===== config.mk =====
export PLATFORM = sky130hd
export DESIGN_NAME = pll_config_word_decoder
export DESIGN_NICKNAME = d
export VERILOG_FILES = /design/src/rtl/pll_cfg_pkg.sv /design/src/rtl/pll_div_decode.sv /design/src/rtl/pll_config_word_decoder.sv
export VERILOG_INCLUDE_DIRS = /design/src /design/src/rtl
export SDC_FILE = /design/constraint.sdc
export NUM_CORES = 1
export LEC_CHECK = 0
export ABC_AREA = 1
export BUFFER_PORTS_ARGS = -buffer_cell sky130_fd_sc_hd__buf_2
export CAP_MARGIN = 20
export CORE_MARGIN = 2
export CORE_UTILIZATION = 50
export DETAILED_ROUTE_END_ITERATION = 8
export GPL_TIMING_DRIVEN = 0
export PLACE_DENSITY_LB_ADDON = 0.08
export REMOVE_ABC_BUFFERS = 1
export SYNTH_ARGS = -nofsm -noshare
export SYNTH_HDL_FRONTEND = slang
export SYNTH_SLANG_ARGS = --single-unit

===== constraint.sdc =====
create_clock -name clk -period 1.9 [get_ports clk]
set_input_delay 0.19 -clock clk [delete_from_list [all_inputs] [get_ports clk]]
set_output_delay 0.19 -clock clk [all_outputs]
set_load 0.01 [all_outputs]

===== src/rtl/pll_cfg_defs.svh =====
// field positions, reset values and constants of the pll configuration word
// included by the decoder and the bench; definitions only
`ifndef PLL_CFG_DEFS_SVH
`define PLL_CFG_DEFS_SVH
`define CFG_WORD_W          32
`define CFG_ADDR_W          4
`define CFG_OFF_WORD        4'h0
`define CFG_OFF_DECODED     4'h4
`define CFG_OFF_STATUS      4'h8
`define CFG_OFF_NVM_WRITE   4'hc
`define CFG_SYS_ODIV_LSB    16
`define CFG_USB_BYPASS_BIT  15
`define CFG_USB_IDIV_LSB    8
`define CFG_SYS_MULT_LSB    4
`define CFG_SYS_IDIV_LSB    0
`define CFG_RSVD_MASK       32'hfff8_7888
`define CFG_ERASED_WORD     32'hffff_ffff
`define CFG_NO_USB_MASK     32'hffff_78ff
`define CFG_FIELD_W         3
`define CFG_RST_ODIV        9'h100
`define CFG_RST_MULT        5'h18
`define CFG_RST_IDIV        3'h7
`define CFG_RST_UDIV        5'h0c
`endif


===== src/rtl/pll_cfg_pkg.sv =====
// types shared by the pll configuration word decoder
// assumes the defs header is on the include path
package pll_cfg_pkg;
  typedef logic [2:0] code3_t;
  typedef logic [8:0] odiv_t;
  typedef logic [4:0] factor_t;
  typedef enum logic [2:0] {
    ST_IDLE  = 3'b001,
    ST_LOAD  = 3'b010,
    ST_READY = 3'b100
  } load_state_t;
endpackage


===== src/rtl/pll_div_decode.sv =====
// combinational code-to-factor decode for the pll configuration fields
// pure logic; the caller registers the results
`timescale 1ns/1ps
module pll_div_decode
  import pll_cfg_pkg::*;
(
  input  wire code3_t  odiv_code,
  input  wire code3_t  idiv_code,
  input  wire code3_t  mult_code,
  output odiv_t        sys_out_div,
  output factor_t      usb_in_div,
  output factor_t      sys_mult
);
  function automatic odiv_t out_div(input code3_t c);
    if (c == 3'h7) begin
      out_div = 9'h100;
    end else begin
      out_div = odiv_t'(9'h001 << c);
    end
  endfunction

  function automatic factor_t usb_div(input code3_t c);
    unique case (c)
      3'h6:    usb_div = 5'h0a;
      3'h7:    usb_div = 5'h0c;
      default: usb_div = factor_t'({2'h0, c} + 5'h01);
    endcase
  endfunction

  function automatic factor_t mult(input code3_t c);
    unique case (c)
      3'h6:    mult = 5'h15;
      3'h7:    mult = 5'h18;
      default: mult = factor_t'({2'h0, c} + 5'h0f);
    endcase
  endfunction

  assign sys_out_div = out_div(odiv_code);
  assign usb_in_div  = usb_div(idiv_code);
  assign sys_mult    = mult(mult_code);
endmodule


===== src/rtl/pll_config_word_decoder.sv =====
// pll configuration word: power-on latch, decode, register port
// assumes cfg_nvm_word is stable while resetn is low and shortly after
// Overview of operation
// - system pll output divisor is 2 to the code in bits 18:16, code 7 giving 256.
// - bit 15 low enables the usb pll, high disables and bypasses it.
// - bits 10:8 select usb pll input division of 1,2,3,4,5,6,10 or 12.
// - bits 6:4 select system pll multiplication of 15 to 20, 21 or 24.
// - usb fields exist only on variants with the usb function.
`timescale 1ns/1ps
`include "pll_cfg_defs.svh"
module pll_config_word_decoder
  import pll_cfg_pkg::*;
#(
  parameter bit HAS_USB = 1'b1
)(
  input  wire logic                     clk,
  input  wire logic                     resetn,
  input  wire logic [`CFG_WORD_W-1:0]   cfg_nvm_word,
  input  wire logic [`CFG_ADDR_W-1:0]   reg_addr,
  input  wire logic [`CFG_WORD_W-1:0]   reg_wdata,
  input  wire logic                     reg_wr,
  input  wire logic                     reg_rd,
  output logic [`CFG_WORD_W-1:0]        reg_rdata,
  output logic                          cfg_valid,
  output logic [8:0]                    sys_pll_out_div,
  output logic [4:0]                    sys_pll_mult,
  output logic [2:0]                    sys_pll_in_div,
  output logic [4:0]                    usb_pll_in_div,
  output logic                          usb_pll_bypass,
  output logic                          usb_pll_enable
);
  // field slices below assume a 32-bit word of 3-bit codes
  if (`CFG_WORD_W != 32) begin : g_bad_word_w
    $error("configuration word must be 32 bits wide");
  end
  if (`CFG_SYS_ODIV_LSB + `CFG_FIELD_W > `CFG_WORD_W) begin : g_bad_field_pos
    $error("output divisor field lies outside the configuration word");
  end

  load_state_t                 state_q;
  logic [`CFG_WORD_W-1:0]      word_q;
  logic                        rsvd_err_q;
  logic                        wr_ignored_q;
  logic [`CFG_WORD_W-1:0]      word_eff;
  odiv_t                       odiv_w;
  factor_t                     udiv_w;
  factor_t                     mult_w;
  logic                        load_now;
  logic [`CFG_WORD_W-1:0]      rsvd_low;
  logic [`CFG_WORD_W-1:0]      decoded_w;
  logic [`CFG_WORD_W-1:0]      status_w;
  localparam logic [`CFG_WORD_W-1:0] RSVD_MASK = `CFG_RSVD_MASK;

  // non-usb variants see the usb fields as reserved ones
  assign word_eff = HAS_USB ? word_q : (word_q | ~`CFG_NO_USB_MASK);

  pll_div_decode u_dec (
    .odiv_code   (word_eff[`CFG_SYS_ODIV_LSB +: 3]),
    .idiv_code   (word_eff[`CFG_USB_IDIV_LSB +: 3]),
    .mult_code   (word_eff[`CFG_SYS_MULT_LSB +: 3]),
    .sys_out_div (odiv_w),
    .usb_in_div  (udiv_w),
    .sys_mult    (mult_w)
  );

  // power-on load: a strap-like capture one clock after reset release
  always_ff @(posedge clk or negedge resetn) begin
    if (!resetn) begin
      state_q <= ST_IDLE;
    end else begin
      unique case (state_q)
        ST_IDLE:  state_q <= ST_LOAD;
        ST_LOAD:  state_q <= ST_READY;
        ST_READY: state_q <= ST_READY;
        default:  state_q <= ST_IDLE;
      endcase
    end
  end

  always_ff @(posedge clk or negedge resetn) begin
    if (!resetn) begin
      word_q <= `CFG_ERASED_WORD;
    end else if (state_q == ST_IDLE) begin
      word_q <= cfg_nvm_word;
    end
  end

  assign load_now = (state_q == ST_LOAD);

  // one check per word bit, so the mask alone says which bits are reserved
  for (genvar i = 0; i < `CFG_WORD_W; i++) begin : g_rsvd
    assign rsvd_low[i] = RSVD_MASK[i] & ~word_q[i];
  end

  // a programmer that left a reserved bit at zero is flagged, not corrected
  always_ff @(posedge clk or negedge resetn) begin
    if (!resetn) begin
      rsvd_err_q <= 1'b0;
    end else if (load_now) begin
      rsvd_err_q <= |rsvd_low;
    end
  end

  // decoded defaults, held until the next power-on
  always_ff @(posedge clk or negedge resetn) begin
    if (!resetn) begin
      cfg_valid <= 1'b0;
    end else if (load_now) begin
      cfg_valid <= 1'b1;
    end
  end

  always_ff @(posedge clk or negedge resetn) begin
    if (!resetn) begin
      sys_pll_out_div <= `CFG_RST_ODIV;
    end else if (load_now) begin
      sys_pll_out_div <= odiv_w;
    end
  end

  always_ff @(posedge clk or negedge resetn) begin
    if (!resetn) begin
      sys_pll_mult <= `CFG_RST_MULT;
    end else if (load_now) begin
      sys_pll_mult <= mult_w;
    end
  end

  always_ff @(posedge clk or negedge resetn) begin
    if (!resetn) begin
      sys_pll_in_div <= `CFG_RST_IDIV;
    end else if (load_now) begin
      sys_pll_in_div <= word_eff[`CFG_SYS_IDIV_LSB +: 3];
    end
  end

  // a variant without the usb function has no usb pll: its bypass and enable
  // keep the disabled setting and its divider loads one, whatever the word holds
  if (HAS_USB) begin : g_usb
    always_ff @(posedge clk or negedge resetn) begin
      if (!resetn) begin
        usb_pll_in_div <= `CFG_RST_UDIV;
      end else if (load_now) begin
        usb_pll_in_div <= udiv_w;
      end
    end

    always_ff @(posedge clk or negedge resetn) begin
      if (!resetn) begin
        usb_pll_bypass <= 1'b1;
      end else if (load_now) begin
        usb_pll_bypass <= word_eff[`CFG_USB_BYPASS_BIT];
      end
    end

    always_ff @(posedge clk or negedge resetn) begin
      if (!resetn) begin
        usb_pll_enable <= 1'b0;
      end else if (load_now) begin
        usb_pll_enable <= ~word_eff[`CFG_USB_BYPASS_BIT];
      end
    end
  end else begin : g_no_usb
    always_ff @(posedge clk or negedge resetn) begin
      if (!resetn) begin
        usb_pll_in_div <= `CFG_RST_UDIV;
      end else if (load_now) begin
        usb_pll_in_div <= 5'h01;
      end
    end

    always_ff @(posedge clk or negedge resetn) begin
      if (!resetn) begin
        usb_pll_bypass <= 1'b1;
      end else if (load_now) begin
        usb_pll_bypass <= 1'b1;
      end
    end

    always_ff @(posedge clk or negedge resetn) begin
      if (!resetn) begin
        usb_pll_enable <= 1'b0;
      end else if (load_now) begin
        usb_pll_enable <= 1'b0;
      end
    end
  end

  // word is read-only; writes are dropped and remembered
  always_ff @(posedge clk or negedge resetn) begin
    if (!resetn) begin
      wr_ignored_q <= 1'b0;
    end else if (reg_wr) begin
      wr_ignored_q <= 1'b1;
    end else if (reg_rd && reg_addr == `CFG_OFF_STATUS) begin
      wr_ignored_q <= 1'b0;
    end
  end

  // register read decode; unmapped offsets read as zero
  function automatic logic [`CFG_WORD_W-1:0] read_mux(
    input logic [`CFG_ADDR_W-1:0] a,
    input logic [`CFG_WORD_W-1:0] word,
    input logic [`CFG_WORD_W-1:0] dec,
    input logic [`CFG_WORD_W-1:0] stat
  );
    unique case (a)
      `CFG_OFF_WORD:    read_mux = word;
      `CFG_OFF_DECODED: read_mux = dec;
      `CFG_OFF_STATUS:  read_mux = stat;
      default:          read_mux = '0;
    endcase
  endfunction

  assign decoded_w = {2'h0, usb_pll_bypass, usb_pll_in_div, sys_pll_in_div, sys_pll_mult,
                      3'h0, sys_pll_out_div, 4'h0};
  // a write beside a status read still shows, so no ignored write is lost
  assign status_w  = {28'h0, HAS_USB, wr_ignored_q | reg_wr, rsvd_err_q, cfg_valid};

  always_ff @(posedge clk or negedge resetn) begin
    if (!resetn) begin
      reg_rdata <= '0;
    end else if (reg_rd) begin
      reg_rdata <= read_mux(reg_addr, word_eff, decoded_w, status_w);
    end else begin
      reg_rdata <= '0;
    end
  end

  logic unused_wdata;
  assign unused_wdata = ^reg_wdata;
endmodule


# --- After elaboration in Yosys (flattened, before gate mapping) ---
# Cells that the tools add are included.
# W data, S select, Z words.
word_totals:
  reg_bits: 94
  output_inout_bits: 57
classes:
  n_eq_ne: 10
  n_shift: 1
  muxes: 8
  n_reduce_logical: 5
  add_sub_neg: 2
  bitwise_logic: 21
ops:
  columns: ["cell", "count"]
  rows:
  - ["$pmux W32 S3", 1]
  - ["$mux W32", 1]
  - ["$not A1 Y1", 20]
  - ["$pmux W5 S2", 2]
  - ["$reduce_or A19 Y1", 1]
  - ["$eq A3 B3 Y1 const B", 6]
  - ["$mux W9", 1]
  - ["$shl A1 B3 Y9 const A", 1]
  - ["$pmux W3 S2", 1]
  - ["$add A3 B4 Y5 const B", 1]
  - ["$add A3 B1 Y4 const B", 1]
  - ["$eq A4 B3 Y1 const B", 1]
  - ["$eq A4 B4 Y1 const B", 1]
  - ["$logic_not A4 Y1", 1]
  - ["$eq A3 B1 Y1 const B", 1]
  - ["$eq A3 B2 Y1 const B", 1]
  - ["$mux W1", 2]
  - ["$reduce_bool A2 Y1", 1]
  - ["$reduce_or A2 Y1", 1]
  - ["$logic_and A1 B1 Y1", 1]
  - ["$or A1 B1 Y1", 1]

# --- Depth between registers and ports, before layout ---
depth:
  word_depth: 4
  mapped_depth: 6
  ltp_nobuf: 6

# --- Cells and area by module ---
# A second synthesis with hierarchy kept.
unflattened:
  hier_cells: 458
  hier_area_um2: 4078.9
modules_own_cells:
  columns: ["mod", "area_per_inst_um2", "seq_area_each_um2", "cells_per_inst", "n_inst"]
  rows:
  - ["pll_config_word_decoder", 3818.7, 2404.8, 409, 1]
  - ["pll_div_decode", 260.2, 0.0, 49, 1]

# --- Least setup slack after synthesis ---
# Ideal clock, no wire load.
synth_path:
  kind: "reg2reg"
  startpoint: "register word_q[4], in the netlist word_eff[4]"
  endpoint: "register sys_pll_mult[2]"
  n_path_buf: 0
  stages_incl_launch_ff: 7
  path_slack_ns: 0.551
  required_time_ns: 1.835
  arrival_ns: 1.284
  cell_sequence: "dfstp_2 -> inv_1 -> ha_1 -> ha_1 -> o21ai_0 -> nand2_1 -> nand2_1"
synth_via:
  elab_chain_cells: 2
synth_rtl:
  columns: ["element", "line", "text"]
  rows:
  - ["start, declared", "pll_config_word_decoder.sv:41", "logic [`CFG_WORD_W-1:0] word_q;"]
  - ["start signal, assigned", "pll_config_word_decoder.sv:82", "word_q <= `CFG_ERASED_WORD;"]
  - ["start signal, assigned", "pll_config_word_decoder.sv:84", "word_q <= cfg_nvm_word;"]
  - ["$add A3 B4 Y5 / $eq A3 B3 Y1 (equally long branches)", "pll_div_decode.sv:34, pll_div_decode.sv:31", null]
  - ["$pmux W5 S2 *", "pll_div_decode.sv:31", "unique case (c)"]
  - ["end signal, assigned", "pll_config_word_decoder.sv:123", "sys_pll_mult <= `CFG_RST_MULT;"]
  - ["end signal, assigned", "pll_config_word_decoder.sv:125", "sys_pll_mult <= mult_w;"]
  - ["end, declared", "pll_config_word_decoder.sv:26", "output logic [4:0] sys_pll_mult,"]
# Every way passes the cells marked *; elsewhere a longest branch is shown, timed or not.
# A chain may end at the register's enable or synchronous reset.

# --- Worst setup path after layout ---
layout_path:
  startpoint: "register state_q[0]"
  endpoint: "register cfg_valid"
layout_via:
  elab_chain_cells: 1
layout_rtl:
  columns: ["element", "line", "text"]
  rows:
  - ["start, declared", "pll_config_word_decoder.sv:40", "load_state_t state_q;"]
  - ["start signal, assigned", "pll_config_word_decoder.sv:69", "state_q <= ST_IDLE;"]
  - ["start signal, assigned", "pll_config_word_decoder.sv:72", "ST_IDLE: state_q <= ST_LOAD;"]
  - ["start signal, assigned", "pll_config_word_decoder.sv:73", "ST_LOAD: state_q <= ST_READY;"]
  - ["$eq A3 B2 Y1", "pll_config_word_decoder.sv:88", "assign load_now = (state_q == ST_LOAD);"]
  - ["end signal, assigned", "pll_config_word_decoder.sv:107", "cfg_valid <= 1'b0;"]
  - ["end signal, assigned", "pll_config_word_decoder.sv:109", "cfg_valid <= 1'b1;"]
  - ["end, declared", "pll_config_word_decoder.sv:24", "output logic cfg_valid,"]
# No other way between the ends.

==> reports/summary.md <==
• **synthesized cell area** 3926 sq um
• **# DRC** 0
• **multiplexer share of the synthesized area** 0
• **Die Height** 92.62 um
• **all-layer global routing usage** 0.2132
• **share of the synthesized area in the top cell type** 0.3187
• **Reg2Reg Setup Slack** 0.25 ns
• **worst hold margin** 0.02175 ns
• **post-synthesis sequential area ratio** 0.5997
• **number of global-route vias before repair** 2,920
• **number of DRC markers in iteration 0** 115
• **Post-Route Skew** 0.007538 ns
• **later-pin clock latency in the skew report** 0.36 ns
• **reported max-cap violation count** 0
• **routability-driven placement congestion ratio** 0.8155
• **HPWL Detailed** 5.701 mm
• **number of I/O port buffers** 94
• **largest net degree at the start of global routing** 53
• **post-DR wirelength/cell** 13.92 um
• **xor-xnor portion of the synthesized cell area** 0
• **proportion of total power due to net switching** 0.2470
• **Synth area leaders** dfrtp_1, dfstp_2, nand2_1, a21oi_2, o21ai_0
• **number of clock sinks** 92
• **TritonCTS clock tree** yes
• **flops & latches, synth** 92
• **aggregate global routing overflow** 0
• **category of the critical setup timing path** reg2reg
• **slew at the pin closest to its max-slew limit** 0.9863 ns
• **total iterations of the first detailed-routing run** 4
• **Setup TNS Final** 0 ns
• **starting utilization of the core area** 0.5134
• **crit path capture** cfg_valid
• **Synth Area in Compound Gates** 0.1058
• **capture instance of the worst register-to-register path** cfg_valid
• **Die Area** 8578 sq um
• **total power divided by cell area** 797.6 nW/um^2
• **Post-layout nets** 580
• **sequence of cells on the critical path** inv_1 > nand3_2 > buf_16 > inv_1 > or2_2
• **cell seen most often among critical-path stages** inv_1
• **count of unique library cells instantiated by Yosys** 26
• **max incr delay on CP** 0.55 ns
• **synth warn** 0
• **total core area** 7647 sq um
• **floorplan row count** 32
• **final antenna-violating net count** 0
• **adder and majority cell fraction of the synthesized area** 0.01593
• **post-route clock period utilization** 0.8685
• **number of filler cells placed in the layout** 719
• **FF-to-FF path depth** 5
• **via density per instance** 4.887
• **Leakage Power** 0.002344 uW
• **Logic pwr share** 0.079
• **Area Growth Syn to Fin** 19.79%
• **run status** complete, no violations
• **initial antenna violation count** 0
• **Reg2Reg Launch Point** state_q[0]
• **minimum clock period** 1.650 ns
• **number of antenna cells inserted** 0
• **final hold violation count** 0
• **buffers from clock root to sink, at most** 2
• **Flop pwr share** 0.566
• **cell type contributing the most total cell area after synthesis** dfrtp_1
• **slowest cell on the critical path** dfstp_2
• **switching power** 926.6 uW
• **max-slew violation total from the final report** 0
• **worst hold-check path type** in2reg
• **largest family of logic cells by synthesized area** simple AND/OR/NAND/NOR gates
• **post-synthesis simple-gate area fraction** 0.2145
• **Detailed Route WL** 8.492 mm
• **endpoint class of the critical path** flip-flop
• **max frequency** 0.6060 GHz
• **Pint** 2825 uW
• **RSZ-0062 raised after global routing** false
• **kind of start point of the critical path** flip-flop
• **wire length of the first global-routing pass** 14.19 mm
• **portion of total power attributed to the clock network** 0.355
• **overall die width** 92.62 um
• **endpoint required time on the critical path** 2.15 ns
• **max_slew headroom** 0.3418
• **Gate Count Post-Synth** 411
• **ratio of cells with drive above 1 in the final layout** 0.4035
• **setup-violating endpoint count in the final report** 0
• **CP startpoint** state_q[0]
• **critical path fanouts, max** 24
• **total number of vias** 2,981
• **mean post-synth cell area** 9.553 sq um
• **Root Buffer** clkbuf_8
• **CTS clock-pin slew for the worst setup and hold paths** 0.09 ns
• **total clock buffers created by CTS** 9
• **count of cells along the worst hold path** 3
• **number of levels the H-tree was split into** 3
• **maximum vdd ir drop** 0.4286 mV
• **CP Data Arrival Time** 1.90 ns
• **IO Count** 129
==> metal layers <==
metal,global-route usage,share of wire,vias up
met2,0.3613,0.50,63
met5,0,0,-
met1,0.2791,0.44,1444
li1,-,-,1462
met4,0.06618,0.011,0
met3,0.04150,0.046,12
==> flip-flops by register name, summed over array words and instances (netlist names), 3 cells and up <==
signal and flops:
usb_pll_in_div 4, state_q 3, sys_pll_mult 5, word_eff 32
reg_rdata 32, sys_pll_in_div 3, sys_pll_out_div 8
==> critical path, delay by kind of cell, from the launching register on <==
kind,cells,cell delay (ns)
DFF,1,0.55
and+or+nand+nor,2,0.59
buffers and inverters,3,0.41
==> kinds of logic (layout without fill, tap and decap cells) <==
group | after synthesis | in the layout
and+or+nand+nor | 198 | 198
DFF | 92 | 92
AOI/OAI and AO/OA | 66 | 66
buffers and inverters | 49 | 145
adders and majority gates | 5 | 5
other | 1 | 2
==> synth_stat cells <==
library cell,n
dfrtp_1,50
dfstp_2,42
buf_1,2
nor2_2,2
conb_1,1
buf_4,4
nand3_1,11
nor2_8,1
inv_1,29
a21oi_1,6
nor2_1,17
nand2_1,143
o21ai_0,35
a21oi_2,20
buf_12,2
nand2_2,21
o31ai_1,2
inv_2,2
or2_2,2
o21ai_1,1
clkbuf_1,2
buf_6,1
o21a_1,2
ha_1,5
buf_2,7
nand3_2,1
==> cell usage in the layout (no fill, tap or decap), types with 2 or more instances in the layout <==
master,synthesis,final
a21oi_2,20,20
dfstp_2,42,42
nor2_2,2,2
nor2_1,17,17
o21ai_0,35,35
inv_1,29,29
nand2_2,21,21
clkinvlp_4,0,2
conb_1,1,2
nand2_1,143,143
or2_2,2,2
a21oi_1,6,6
clkbuf_8,0,10
clkinv_2,0,2
dfrtp_1,50,50
buf_2,7,93
ha_1,5,5
buf_16,0,3
nand3_1,11,10
o21a_1,2,2
nand3_2,1,2
o31ai_1,2,2
==> final cells by class <==
type,instances,area (sq um),share of cell area
Clock inverter,6,63.81,0.01357
Sequential cell,92,2355,0.5007
Inverter,31,121.4,0.02580
Tap cell,102,127.6,0.02713
Clock buffer,10,137.6,0.02926
Timing Repair Buffer,98,565.5,0.1202
Multi-Input combinational cell,271,1333,0.2833
==> repair_timing <==
action / 4_1_cts / 5_1_grt
gates resized for setup: 2 / 1
setup endpoints to repair: 33 / 3
hold buffers: 1 / 0
setup buffers: 0 / 0
endpoints found under the hold margin: 21 / 0
==> worst min path at each step <==
stage	end	startpoint
2_1_floorplan	cfg_valid	resetn
3_3_place_gp	word_eff[26]	cfg_nvm_word[26]
3_5_place_dp	reg_rdata[8]	resetn
4_1_cts	word_eff[24]	cfg_nvm_word[24]
5_1_grt	word_eff[24]	cfg_nvm_word[24]
6_report	word_eff[24]	cfg_nvm_word[24]
==> power by group through the flow <==
stage,Combinational [uW],Clock [uW],Sequential (uW)
floorplan,116,0,2170
global placement,279,0,2160
detailed placement,300,0,2160
CTS,303,1370,2120
global route,337,1440,2140
finish,296,1330,2120
==> per-stage QoR <==
step                utilization  worst slack, ns  instances  instance area (sq um)  total power (uW)
floorplan                     -         -0.03856        394                   3799              2283
global placement         0.5749          -0.6375        590                   4397              2436
detailed placement       0.5861         -0.06143        593                   4482              2459
CTS                      0.6147           0.1576        610                   4701              3796
global route             0.6150          0.08380        610                   4703              3909
finish                   0.6150           0.2498        610                   4703              3751
No activity file was read; power rests on OpenSTA's default activity.
